$ cat config.mk
export PLATFORM = sky130hd
export DESIGN_NAME = serial_link_rx_lane_config_regs
export DESIGN_NICKNAME = d
export VERILOG_FILES = /design/src/verilog/lane7_ilas_capture.v /design/src/verilog/serial_link_rx_lane_config_regs.v /design/src/verilog/spi_reg_port.v
export VERILOG_INCLUDE_DIRS = /design/src /design/src/verilog
export SDC_FILE = /design/constraint.sdc
export NUM_CORES = 1
export LEC_CHECK = 0
export BUFFER_PORTS_ARGS = -buffer_cell sky130_fd_sc_hd__buf_2
export CORE_MARGIN = 8
export CORE_UTILIZATION = 45
export CTS_BUF_LIST = sky130_fd_sc_hd__clkbuf_4 sky130_fd_sc_hd__clkbuf_8
export CTS_CLUSTER_SIZE = 30
export DETAILED_ROUTE_END_ITERATION = 8
export GPL_ROUTABILITY_DRIVEN = 1
export HOLD_SLACK_MARGIN = 0.03
export PLACE_DENSITY = 0.74
export SLEW_MARGIN = 20
export SYNTH_ARGS = -nofsm -noshare
export SYNTH_HDL_FRONTEND = slang
export SYNTH_SLANG_ARGS = --single-unit
export TNS_END_PERCENT = 20
$ cat constraint.sdc
create_clock -name clk -period 11.6 [get_ports clk]
set_input_delay 2.32 -clock clk [delete_from_list [all_inputs] [get_ports clk]]
set_output_delay 2.32 -clock clk [all_outputs]
set_load 0.02 [all_outputs]
$ cat src/verilog/lane_config_consts.vh
// Register offsets, field positions, reset values and SPI framing constants
`ifndef LANE_CONFIG_CONSTS_VH
`define LANE_CONFIG_CONSTS_VH

`define ADDR_W                15
`define ADDR_CHECKSUM_MODE    15'h0300
`define ADDR_LANE7_LID        15'h0442
`define ADDR_LANE7_FCHK       15'h0445
`define ADDR_LANE7_FCMP       15'h0446
`define ADDR_DEVICE_ID        15'h0450
`define ADDR_BANK_ID          15'h0451
`define ADDR_LANE0_ID         15'h0452
`define ADDR_SCR_L            15'h0453
`define ADDR_OCTETS_F         15'h0454
`define ADDR_FRAMES_K         15'h0455
`define ADDR_CONVERTERS_M     15'h0456
`define ADDR_CS_N             15'h0457
`define ADDR_SUBCLASS_NP      15'h0458

`define CHECKSUM_MODE_BIT     6
`define MULTIFRAME_CLOCK_ADJUST_DIRECTION_BIT            6
`define PHASE_ADJUST_REQUEST_BIT             5
`define SCR_BIT               7

`define RST_DEVICE_ID         8'h00
`define RST_BANK_ID           8'h00
`define RST_LANE0_ID          7'h00
`define RST_SCR               1'b1
`define RST_LANES_M1          5'h07
`define RST_OCTETS_M1         8'h00
`define RST_FRAMES_M1         5'h1F
`define RST_CONVERTERS_M1     8'h01
`define RST_CS                2'h0
`define RST_RESOLUTION_M1     5'h0F
`define RST_SUBCLASS          3'h0
`define RST_SAMPLE_BITS_M1    5'h0F
`define RST_CHECKSUM_MODE     1'b0

// SPI frame: 1 direction bit, 15 address bits, 8 data bits
`define SPI_HDR_BITS          5'd16
`define SPI_FRAME_BITS        5'd24

// Lane configuration octets: checksum covers 0..10, checksum octet is 13
`define ILAS_LID_OCTET        4'd2
`define ILAS_SCR_OCTET        4'd3
`define ILAS_LAST_SUM_OCTET   4'd10
`define ILAS_FCHK_OCTET       4'd13

`endif

$ cat src/verilog/lane7_ilas_capture.v
// Captures lane 7 initial alignment configuration: lane ID, received and computed checksum
`timescale 1ns/1ps
`include "lane_config_consts.vh"
module lane7_ilas_capture (
    input  wire       clk,
    input  wire       rstn,
    input  wire       checksum_mode,
    input  wire       ilas_start,
    input  wire       ilas_octet_valid,
    input  wire [7:0] ilas_octet,
    output reg  [4:0] lane7_received_id_field_r,
    output reg  [7:0] lane7_received_checksum_field_r,
    output reg  [7:0] lane7_computed_checksum_field_r
);
    reg [3:0] idx_r;
    reg [7:0] sum_r;
    reg       busy_r;

    // Field-wise contribution of one octet; mode 1 sums whole octets instead
    function [7:0] field_sum;
        input [3:0] idx;
        input [7:0] o;
        begin
            case (idx)
                4'd1:    field_sum = {4'h0, o[3:0]} + {4'h0, o[7:4]};
                4'd2:    field_sum = {3'h0, o[4:0]} + {7'h00, o[5]} + {7'h00, o[6]};
                4'd3:    field_sum = {3'h0, o[4:0]} + {7'h00, o[7]};
                4'd5:    field_sum = {3'h0, o[4:0]};
                4'd7:    field_sum = {6'h00, o[7:6]} + {3'h0, o[4:0]};
                4'd8:    field_sum = {5'h00, o[7:5]} + {3'h0, o[4:0]};
                4'd9:    field_sum = {5'h00, o[7:5]} + {3'h0, o[4:0]};
                4'd10:   field_sum = {7'h00, o[7]} + {3'h0, o[4:0]};
                default: field_sum = o;
            endcase
        end
    endfunction

    always @(posedge clk) begin
        if (!rstn) begin
            idx_r  <= 4'h0;
            sum_r  <= 8'h00;
            busy_r <= 1'b0;
            lane7_received_id_field_r       <= 5'h00;
            lane7_received_checksum_field_r <= 8'h00;
            lane7_computed_checksum_field_r <= 8'h00;
        end else if (ilas_start) begin
            idx_r  <= 4'h0;
            sum_r  <= 8'h00;
            busy_r <= 1'b1;
        end else if (busy_r && ilas_octet_valid) begin
            idx_r <= idx_r + 4'd1;
            if (idx_r <= `ILAS_LAST_SUM_OCTET)
                sum_r <= sum_r + (checksum_mode ? ilas_octet : field_sum(idx_r, ilas_octet));
            if (idx_r == `ILAS_LID_OCTET)
                lane7_received_id_field_r <= ilas_octet[4:0];
            if (idx_r == `ILAS_FCHK_OCTET) begin
                lane7_received_checksum_field_r <= ilas_octet;
                lane7_computed_checksum_field_r <= sum_r;
                busy_r <= 1'b0;
            end
        end
    end
endmodule // lane7_ilas_capture

$ cat src/verilog/serial_link_rx_lane_config_regs.v
// Receive link configuration register bank with lane 7 alignment readback
`timescale 1ns/1ps
`include "lane_config_consts.vh"

// Summary of operation
// - Lane 7 received lane ID is captured into read-only bits 4:0, upper bits zero.
// - Lane 7 received checksum octet is stored read-only.
// - Own checksum over lane 7 configuration is computed and shown beside the received one.
// - Writable 8-bit bank identifier, resets to zero.
// - Bit 6 of lane 0 register: writable multiframe clock adjust direction, subclass 2.
// - Bit 5 of lane 0 register: writable phase adjust request, subclass 2.
// - Writable 5-bit lane 0 number in bits 4:0, bit 7 reads zero.
// - Bit 7 enables descrambling, resets to one.
// - Lane count minus one is read-only, five bits, resets to 0x7.
// - Octets per frame minus one is read-only and does not configure receiver.
// - Writable frames per multiframe minus one in five bits; resets 0x1F, which is 32.
// - Converter count minus one is read-only, resets to 0x1.
// - Control bits per sample read zero.
// - Converter resolution reads 0x0F in a read-only five-bit field.
// - Writable 3-bit subclass in bits 7:5; 001 is subclass 1, resets zero.
// - Bit 6 at 0x300 selects checksum method used for computed checksums.
module serial_link_rx_lane_config_regs (
    input  wire       clk,
    input  wire       rstn,
    input  wire       spi_sclk,
    input  wire       spi_csb,
    input  wire       spi_sdi,
    output wire       spi_sdo,
    output wire       spi_sdo_oe,
    input  wire       ilas_start,
    input  wire       ilas_octet_valid,
    input  wire [7:0] ilas_octet,
    output reg  [7:0] link_device_id_r,
    output reg  [7:0] link_bank_id_r,
    output reg        multiframe_clock_adjust_direction_r,
    output reg        phase_adjust_request_r,
    output reg  [4:0] lane0_number_r,
    output reg        descramble_en_r,
    output reg  [4:0] frames_per_multiframe_m1_r,
    output reg  [2:0] subclass_version_r,
    output reg        checksum_mode_r
);
    wire                wr_stb;
    wire                rd_stb;
    wire [`ADDR_W-1:0]  addr;
    wire [7:0]          wdata;
    wire [4:0]          lid7;
    wire [7:0]          fchk7;
    wire [7:0]          fcmp7;
    reg  [7:0]          rdata_r;
    reg  [7:0]          rdata_nxt;

    // Read-only link parameters fixed by this receiver; not software-configurable
    wire [4:0] lanes_m1       = `RST_LANES_M1;
    wire [7:0] octets_m1      = `RST_OCTETS_M1;
    wire [7:0] converters_m1  = `RST_CONVERTERS_M1;
    wire [1:0] ctrl_bits      = `RST_CS;
    wire [4:0] resolution_m1  = `RST_RESOLUTION_M1;
    wire [4:0] sample_bits_m1 = `RST_SAMPLE_BITS_M1;

    spi_reg_port u_spi (
        .clk      (clk),
        .rstn     (rstn),
        .spi_sclk (spi_sclk),
        .spi_csb  (spi_csb),
        .spi_sdi  (spi_sdi),
        .sdo_r    (spi_sdo),
        .sdo_oe_r (spi_sdo_oe),
        .wr_stb_r (wr_stb),
        .rd_stb_r (rd_stb),
        .addr_r   (addr),
        .wdata_r  (wdata),
        .rdata    (rdata_r)
    );

    lane7_ilas_capture u_lane7 (
        .clk                             (clk),
        .rstn                            (rstn),
        .checksum_mode                   (checksum_mode_r),
        .ilas_start                      (ilas_start),
        .ilas_octet_valid                (ilas_octet_valid),
        .ilas_octet                      (ilas_octet),
        .lane7_received_id_field_r       (lid7),
        .lane7_received_checksum_field_r (fchk7),
        .lane7_computed_checksum_field_r (fcmp7)
    );

    // Writes are accepted at any time; keeping them to soft reset is software's duty
    always @(posedge clk) begin
        if (!rstn) begin
            link_device_id_r                    <= `RST_DEVICE_ID;
            link_bank_id_r                      <= `RST_BANK_ID;
            multiframe_clock_adjust_direction_r <= 1'b0;
            phase_adjust_request_r              <= 1'b0;
            lane0_number_r                      <= 5'h00;
            descramble_en_r                     <= `RST_SCR;
            frames_per_multiframe_m1_r          <= `RST_FRAMES_M1;
            subclass_version_r                  <= `RST_SUBCLASS;
            checksum_mode_r                     <= `RST_CHECKSUM_MODE;
        end else if (wr_stb) begin
            case (addr)
                `ADDR_DEVICE_ID:
                    link_device_id_r <= wdata;
                `ADDR_BANK_ID:
                    link_bank_id_r <= wdata;
                `ADDR_LANE0_ID: begin
                    multiframe_clock_adjust_direction_r <= wdata[`MULTIFRAME_CLOCK_ADJUST_DIRECTION_BIT];
                    phase_adjust_request_r <= wdata[`PHASE_ADJUST_REQUEST_BIT];
                    lane0_number_r <= wdata[4:0];
                end
                `ADDR_SCR_L:
                    descramble_en_r <= wdata[`SCR_BIT];
                `ADDR_FRAMES_K:
                    frames_per_multiframe_m1_r <= wdata[4:0];
                `ADDR_SUBCLASS_NP:
                    subclass_version_r <= wdata[7:5];
                `ADDR_CHECKSUM_MODE:
                    checksum_mode_r <= wdata[`CHECKSUM_MODE_BIT];
                default: ;
            endcase
        end
    end

    // Unmapped addresses read zero; reserved bits read zero
    always @* begin
        rdata_nxt = 8'h00;
        case (addr)
            `ADDR_LANE7_LID:     rdata_nxt = {3'h0, lid7};
            `ADDR_LANE7_FCHK:    rdata_nxt = fchk7;
            `ADDR_LANE7_FCMP:    rdata_nxt = fcmp7;
            `ADDR_DEVICE_ID:     rdata_nxt = link_device_id_r;
            `ADDR_BANK_ID:       rdata_nxt = link_bank_id_r;
            `ADDR_LANE0_ID:      rdata_nxt = {1'b0, multiframe_clock_adjust_direction_r,
                                              phase_adjust_request_r, lane0_number_r};
            `ADDR_SCR_L:         rdata_nxt = {descramble_en_r, 2'h0, lanes_m1};
            `ADDR_OCTETS_F:      rdata_nxt = octets_m1;
            `ADDR_FRAMES_K:      rdata_nxt = {3'h0, frames_per_multiframe_m1_r};
            `ADDR_CONVERTERS_M:  rdata_nxt = converters_m1;
            `ADDR_CS_N:          rdata_nxt = {ctrl_bits, 1'b0, resolution_m1};
            `ADDR_SUBCLASS_NP:   rdata_nxt = {subclass_version_r, sample_bits_m1};
            `ADDR_CHECKSUM_MODE: rdata_nxt = {1'b0, checksum_mode_r, 6'h00};
            default:             rdata_nxt = 8'h00;
        endcase
    end

    // Read data is frozen at the end of the instruction so later edges cannot tear it
    always @(posedge clk) begin
        if (!rstn)
            rdata_r <= 8'h00;
        else if (rd_stb)
            rdata_r <= rdata_nxt;
    end
endmodule // serial_link_rx_lane_config_regs

$ cat src/verilog/spi_reg_port.v
// SPI slave: synchronises the pins, frames instruction and data, shifts read data out
`timescale 1ns/1ps
`include "lane_config_consts.vh"
module spi_reg_port (
    input  wire                 clk,
    input  wire                 rstn,
    input  wire                 spi_sclk,
    input  wire                 spi_csb,
    input  wire                 spi_sdi,
    output reg                  sdo_r,
    output reg                  sdo_oe_r,
    output reg                  wr_stb_r,
    output reg                  rd_stb_r,
    output reg  [`ADDR_W-1:0]   addr_r,
    output reg  [7:0]           wdata_r,
    input  wire [7:0]           rdata
);
    reg  [2:0]  sclk_s;
    reg  [1:0]  csb_s;
    reg  [1:0]  sdi_s;
    reg  [4:0]  bit_cnt_r;
    reg         read_r;
    reg  [23:0] shift_r;
    reg  [7:0]  tx_r;
    reg         tx_load_r;
    wire        rise = sclk_s[1] & ~sclk_s[2];
    wire        fall = ~sclk_s[1] & sclk_s[2];
    wire        active = ~csb_s[1];

    // SCLK must run well below clk/4 since every pin is sampled through two flops
    always @(posedge clk) begin
        if (!rstn) begin
            sclk_s    <= 3'h0;
            csb_s     <= 2'h3;
            sdi_s     <= 2'h0;
            bit_cnt_r <= 5'h00;
            read_r    <= 1'b0;
            shift_r   <= 24'h000000;
            tx_r      <= 8'h00;
            tx_load_r <= 1'b0;
            sdo_r     <= 1'b0;
            sdo_oe_r  <= 1'b0;
            wr_stb_r  <= 1'b0;
            rd_stb_r  <= 1'b0;
            addr_r    <= {`ADDR_W{1'b0}};
            wdata_r   <= 8'h00;
        end else begin
            sclk_s   <= {sclk_s[1:0], spi_sclk};
            csb_s    <= {csb_s[0], spi_csb};
            sdi_s    <= {sdi_s[0], spi_sdi};
            wr_stb_r <= 1'b0;
            rd_stb_r <= 1'b0;
            if (!active) begin
                bit_cnt_r <= 5'h00;
                tx_load_r <= 1'b0;
                sdo_oe_r  <= 1'b0;
            end else if (rise && bit_cnt_r < `SPI_FRAME_BITS) begin
                shift_r   <= {shift_r[22:0], sdi_s[1]};
                bit_cnt_r <= bit_cnt_r + 5'd1;
                if (bit_cnt_r == `SPI_HDR_BITS - 5'd1) begin
                    read_r   <= shift_r[14];
                    addr_r   <= {shift_r[13:0], sdi_s[1]};
                    rd_stb_r <= shift_r[14];
                    tx_load_r <= shift_r[14];
                end
                if (bit_cnt_r == `SPI_FRAME_BITS - 5'd1 && !read_r) begin
                    wdata_r  <= {shift_r[6:0], sdi_s[1]};
                    wr_stb_r <= 1'b1;
                end
            end else if (fall && read_r && bit_cnt_r >= `SPI_HDR_BITS) begin
                // Data phase: first falling edge loads the byte, later ones shift it
                sdo_oe_r <= (bit_cnt_r < `SPI_FRAME_BITS);
                if (tx_load_r) begin
                    tx_load_r <= 1'b0;
                    sdo_r     <= rdata[7];
                    tx_r      <= {rdata[6:0], 1'b0};
                end else begin
                    sdo_r <= tx_r[7];
                    tx_r  <= {tx_r[6:0], 1'b0};
                end
            end
        end
    end
endmodule // spi_reg_port
Word-level counts from Yosys, hierarchy flattened
Cells that the tools add are included.
{"block": "word_totals", "input_bits": 15, "elab_cells": 123, "reg_bits": 139, "mem_count": 0, "ramBits": 0, "out_inout_bits": 35, "latchBits": 0, "mem_bits_ro": 0}
{"block": "classes", "eq_ne": 24, "n_mux": 16, "mul": 0, "n_bitwise": 9, "n_reduce_logical": 32, "n_shift": 0, "add_sub_neg": 9, "order_cmp": 3, "div_mod_pow": 0}
{"operator": "$eq 15x11->1 const B", "count": 11}
{"operator": "$pmux 8 s12", "count": 1}
{"operator": "$mux 8", "count": 6}
{"operator": "$pmux 8 s6", "count": 1}
{"operator": "$reduce_and 2->1", "count": 12}
{"operator": "$eq 4x4->1 const B", "count": 4}
{"operator": "$eq 15x10->1 const B", "count": 1}
{"operator": "$reduce_and 3->1", "count": 5}
{"operator": "$add 5x1->6", "count": 2}
{"operator": "$add 8x1->8", "count": 1}
{"operator": "$add 8x8->8", "count": 1}
{"operator": "$eq 4x2->1 const B", "count": 2}
{"operator": "$eq 4x3->1 const B", "count": 2}
{"operator": "$mux 1", "count": 8}
{"operator": "$reduce_or 2->1", "count": 4}
{"operator": "$not 1->1", "count": 7}
{"operator": "$add 2x5->6", "count": 1}
{"operator": "$add 3x5->6", "count": 1}
{"operator": "$reduce_bool 2->1", "count": 3}
{"operator": "$add 4x4->5", "count": 1}
{"operator": "$add 5x1->5 const B", "count": 1}
{"operator": "$eq 5x4->1 const B", "count": 1}
{"operator": "$eq 5x5->1 const B", "count": 1}
{"operator": "$ge 5x5->1 const B", "count": 1}
{"operator": "10 further kinds", "count": 15}

Depth between registers and ports, before layout
{"block": "logic_depth", "ltp_word": 9, "depth_mapped": 21, "ltp_nobuf": 21}

Cells and area by module
A second synthesis with hierarchy kept.
{"block": "hier_totals", "cells_unflattened": 771, "area_unflattened_um2": 7272.0}
{"mod": "spi_reg_port", "seq_area_each_um2": 1261.2, "n_inst": 1, "area_per_inst_um2": 2498.6, "cells_per_inst": 239}
{"mod": "serial_link_rx_lane_config_regs", "seq_area_each_um2": 820.8, "n_inst": 1, "area_per_inst_um2": 2428.6, "cells_per_inst": 272}
{"mod": "lane7_ilas_capture", "seq_area_each_um2": 680.7, "n_inst": 1, "area_per_inst_um2": 2344.7, "cells_per_inst": 260}

Worst setup path after synthesis
Ideal clock, no wire load.
{"block": "synth_timing", "path_kind": "input -> register", "start": "input port ilas_octet[0]", "end": "register u_lane7.sum_r[7]", "path_buffers": 0, "setup_ns": 0.070, "path_slack_ns": 6.252, "path_stages": 15, "required_time_ns": 11.530, "arrival_ns": 5.278, "cell_sequence": "ha_1 -> ha_1 -> xor2_1 -> and3_1 -> xor2_1 -> a211o_1 -> a22o_1 -> a22o_1 -> ha_1 -> nand3_1 -> o211ai_1 -> o41ai_1 -> xnor2_1 -> or3_1 -> a21oi_1"}
{"block": "synth_via", "elab_chain_len": 9, "elab_cells_between_ends": 13, "classes_between": "add/sub (7); mux (6)"}
{"item": "start, declared", "line": "serial_link_rx_lane_config_regs.v:32", "source": "input wire [7:0] ilas_octet,"}
{"item": "$add 5x1->6", "line": "lane7_ilas_capture.v:26", "source": "4'd2: field_sum = {3'h0, o[4:0]} + {7'h00, o[5]} + {7'h00, o[6]};"}
{"item": "$add 8x1->8", "line": "lane7_ilas_capture.v:26"}
{"item": "$pmux 8 s6", "line": "lane7_ilas_capture.v:24", "source": "case (idx)"}
{"item": "$mux 8", "line": "lane7_ilas_capture.v:52", "source": "if (idx_r <= `ILAS_LAST_SUM_OCTET)"}
{"item": "$mux 8", "line": "lane7_ilas_capture.v:50", "source": "end else if (busy_r && ilas_octet_valid) begin"}
{"item": "$mux 8", "line": "lane7_ilas_capture.v:46", "source": "end else if (ilas_start) begin"}
{"item": "$mux 8", "line": "lane7_ilas_capture.v:39", "source": "if (!rstn) begin"}
{"item": "$mux 8 *", "line": "lane7_ilas_capture.v:53", "source": "sum_r <= sum_r + (checksum_mode ? ilas_octet : field_sum(idx_r, ilas_octet));"}
{"item": "$add 8x8->8 *", "line": "lane7_ilas_capture.v:53"}
{"item": "end signal, assigned", "line": "lane7_ilas_capture.v:53"}
{"item": "end, declared", "line": "lane7_ilas_capture.v:16", "source": "reg [7:0] sum_r;"}
Every way passes the cells marked *; elsewhere a longest branch is shown, timed or not. The select of a mux whose other input is x is not followed.
A chain may end at the register's enable or synchronous reset.

Worst setup path in the final report
{"block": "layout_timing", "start": "input port ilas_octet[7]", "end": "register u_lane7.sum_r[7]"}
{"block": "layout_via", "elab_chain_len": 8, "elab_cells_between_ends": 11, "classes_between": "add/sub (5); mux (6)"}
{"item": "$add 5x1->6 (tied with other cells)", "line": "lane7_ilas_capture.v:27, lane7_ilas_capture.v:32"}
{"item": "$pmux 8 s6", "line": "lane7_ilas_capture.v:24"}
{"item": "$mux 8", "line": "lane7_ilas_capture.v:52"}
{"item": "$mux 8", "line": "lane7_ilas_capture.v:50"}
{"item": "$mux 8", "line": "lane7_ilas_capture.v:46"}
{"item": "$mux 8", "line": "lane7_ilas_capture.v:39"}
{"item": "$mux 8 *", "line": "lane7_ilas_capture.v:53"}
{"item": "$add 8x8->8 *", "line": "lane7_ilas_capture.v:53"}
Marks and branches as above.

==> impl_metrics.tcl <==
set metrics [dict create \
    status "finished, final reports clean" \
    pwr-share-seq 0.542 \
    grt_use_total 0.182 \
    leakagePower_nw 2.84 \
    grt_pass1_vias 5266 \
    ys.flop_type "dfxtp_1" \
    cts_made_buffers 17 \
    tns_ns 0 \
    fin_skew_ns 0.0128 \
    post_dp_cell_area_um2 7270 \
    synth_top_area_frac 0.398 \
    root_buffer "clkbuf_8" \
    fin_area_um2 7620 \
    hp-start "u_spi.csb_s[0]$_SDFF_PN1_" \
    gr-total-overflow 0 \
    viasPerCell 5.63 \
    antenna_cells 0 \
    drc 0 \
    antenna_found_initial 0 \
    min_path_type "reg -> reg" \
    cts_tree "yes" \
    postCtsSetupBuffers 0 \
    yosysWarningCount 0 \
    tightest_slew_ns 1.12 \
    path_class "in -> reg" \
    fmax_ghz 0.189 \
    cts.clk_slew.worst_paths_ns 0.08 \
    num_rows 45 \
    wl_um 17800 \
    fin_util 0.503 \
    core_um2 15100 \
    whs_endpoint "u_spi.csb_s[1]$_SDFF_PN1_" \
    area_growth_pct 9.62 \
    syn_area_um2 6950 \
    ios 50 \
    cp_max_fo 7 \
    p_sw_uw 228 \
    dp_hpwl_um 12600 \
    use_met3 0.0523 \
    final_common_cell "dfxtp_1" \
    drive_gt1_frac 0.117 \
    synth-seq-area-share 0.398 \
    p_int_uw 653 \
    max-slew-margin-rel 0.255 \
    vias 5760 \
    r2r_slack_ns 7.28 \
    layout_common_cells "138 x dfxtp_1, 130 x nand2_1, 60 x a21boi_0" \
    clk_path_buf_depth 2 \
    die_area_um2 19700 \
    final_max_slew_viol_count 0 \
    synth_edf_count 0 \
    die_height_um 140 \
    met1_usage 0.243 \
    yosysTopAreaCell "dfxtp_1" \
    htree_levels 4 \
    port_buffers 49 \
    reg2reg_to "u_lane7.sum_r[7]$_SDFFE_PP0P_" \
    busiest_layer "met2" \
    ir_worst_vdd_mv 0.0737 \
    first_pass_iters 5 \
    avgSynthCellArea_um2 8.68 \
    r2r_start "u_lane7.idx_r[1]$_SDFFE_PP0P_" \
    synthDistinctLibCells 66 \
    power_frac_comb 0.055 \
    rsz0062_at_grt "no" \
    synth_area_leaders "dfxtp_1 40%, nand2_1 7.0%, a21boi_0 6.5%" \
    avgRoutedWirePerCell_um 17.4 \
    endpoint_kind "flop" \
    powerDensity_nw_per_um2 116 \
    insertion_delay_ns 0.47 \
    crit_path_start_kind "input pin" \
    globalRouteMet2Util 0.270 \
    cts.sinks 138 \
    grt_first_pass_wirelength_um 28500 \
    async_flop_share 0 \
    switching_share 0.259 \
    die_x_um 140 \
    reg2reg_depth 19 \
    syn_inst 800 \
    whs_path_depth 1 \
    post_cts_resized 0 \
    ant_nets 0 \
    power.share.clock 0.403 \
    maxCapViolCount 0 \
    period_minus_slack_ns 5.30 \
    grt_max_degree 63 \
    gp_congestion 0.873 \
    hold_viol_final 0 \
    cp.required_ns 11.99 \
    layout_worst_path_cycle_share 0.457 \
    postCtsHoldBufs 0 \
    ys_seq_elements 138 \
    synth_nets 842 \
    setup_viol 0 \
    drt_iter0_markers 533 \
    crit_arrival_ns 5.69 \
    initial_core_util 0.459 \
    nNetsFinal 866 \
]
-- power by group through the flow --
stage                     Combinational [mW]  Sequential [mW]  Clock [mW]
after floorplan                       0.0353            0.487           0
final                                 0.0484            0.477       0.355
after CTS                             0.0483            0.477       0.361
after global placement                0.0474            0.488           0
after detailed placement              0.0481            0.488           0
after global routing                  0.0536            0.477       0.383
-- worst max-delay path by stage --
stage,depth (start not counted),to,start,slack (ns)
6_report,17,u_lane7.sum_r[7]$_SDFFE_PP0P_,ilas_octet[7],6.30
3_5_place_dp,17,u_lane7.sum_r[7]$_SDFFE_PP0P_,ilas_octet[7],5.87
4_1_cts,17,u_lane7.sum_r[7]$_SDFFE_PP0P_,ilas_octet[7],6.35
2_1_floorplan,15,u_lane7.sum_r[7]$_SDFFE_PP0P_,ilas_octet[0],6.25
3_3_place_gp,16,u_lane7.sum_r[7]$_SDFFE_PP0P_,ilas_octet[0],5.95
5_1_grt,17,u_lane7.sum_r[7]$_SDFFE_PP0P_,ilas_octet[7],6.08
-- critical path, cell delays in order --
cell and delay, ns:
buf_2 0.15, nand2_1 0.06, o21ai_0 0.23, ha_1 0.28, a21o_1 0.16, a21oi_1 0.20
nor2_1 0.08, a211o_1 0.29, a22o_1 0.20, a22o_1 0.24, ha_1 0.33, nand3_1 0.10
o211ai_1 0.11, o41ai_1 0.34, xnor2_1 0.13, or3_1 0.31, a21oi_1 0.14
-- synthesized netlist by cell type, drive strengths merged, types with 4 or more instances --
library cell	number
nand4	4
o21ai	24
a32oi	5
a31oi	4
a21oi	23
inv	16
a22o	9
a21o	9
ha	24
o211a	7
xnor2	12
and2	10
and3	8
buf	8
a211oi	5
nor2	40
a222oi	4
dfxtp	138
xor2	4
nand2b	8
a221oi	4
nor3	14
mux2i	43
a21boi	61
a22oi	10
nand3	48
nand2	130
nor4	6
nor2b	38
clkbuf	41
-- per-stage QoR --
stage | hold slack (ns) | total power, mW | instances | worst slack (ns)
4_1_cts | 0.438 | 0.886 | 1024 | 6.35
5_1_grt | 0.467 | 0.913 | 1024 | 6.08
3_5_place_dp | 0.408 | 0.536 | 993 | 5.87
3_3_place_gp | 0.393 | 0.535 | 993 | 5.95
6_report | 0.439 | 0.880 | 1024 | 6.30
2_1_floorplan | 0.386 | 0.523 | 800 | 6.25
-- registers in the layout, summed over array words and instances, names as in the netlist, 3 cells and up --
| name | count |
|---|---|
| u_spi.wdata_r | 8 |
| u_lane7.lane7_received_id_field_r | 5 |
| u_lane7.idx_r | 4 |
| u_lane7.lane7_received_checksum_field_r | 8 |
| u_lane7.sum_r | 8 |
| u_spi.tx_r | 7 |
| rdata_r | 8 |
| u_spi.shift_r | 15 |
| u_spi.sclk_s | 3 |
| subclass_version_r | 3 |
| u_spi.bit_cnt_r | 5 |
| lane0_number_r | 5 |
| link_bank_id_r | 8 |
| u_lane7.lane7_computed_checksum_field_r | 8 |
| link_device_id_r | 8 |
| u_spi.addr_r | 15 |
| frames_per_multiframe_m1_r | 5 |
-- area by class of cell --
class | instances | area, um2
fill | 1455 | 7530
multi-input combinational | 597 | 3930
sequential | 138 | 2760
timing repair buffer | 54 | 283
clock buffer | 19 | 255
tap | 188 | 235
clock inverter | 12 | 92.6
inverter | 16 | 60.1
-- cell families after synthesis --
kind of cell / count (synthesis) / synth area share
DFF: 138 / 0.398
xor gates and xnor gates: 16 / 0.0202
buffers and inverters: 65 / 0.0375
muxes: 43 / 0.0619
AOI/OAI and AO/OA: 181 / 0.189
adders and majority gates: 28 / 0.0533
and+or+nand+nor: 329 / 0.240
-- layer usage --
metal  part of all wire  vias up
met1               0.47     2678
met4              0.023        0
met5                  0        -
li1                   -     2889
met3              0.066       29
met2               0.44      164
Note: power is estimated with default switching activity, not from simulation.
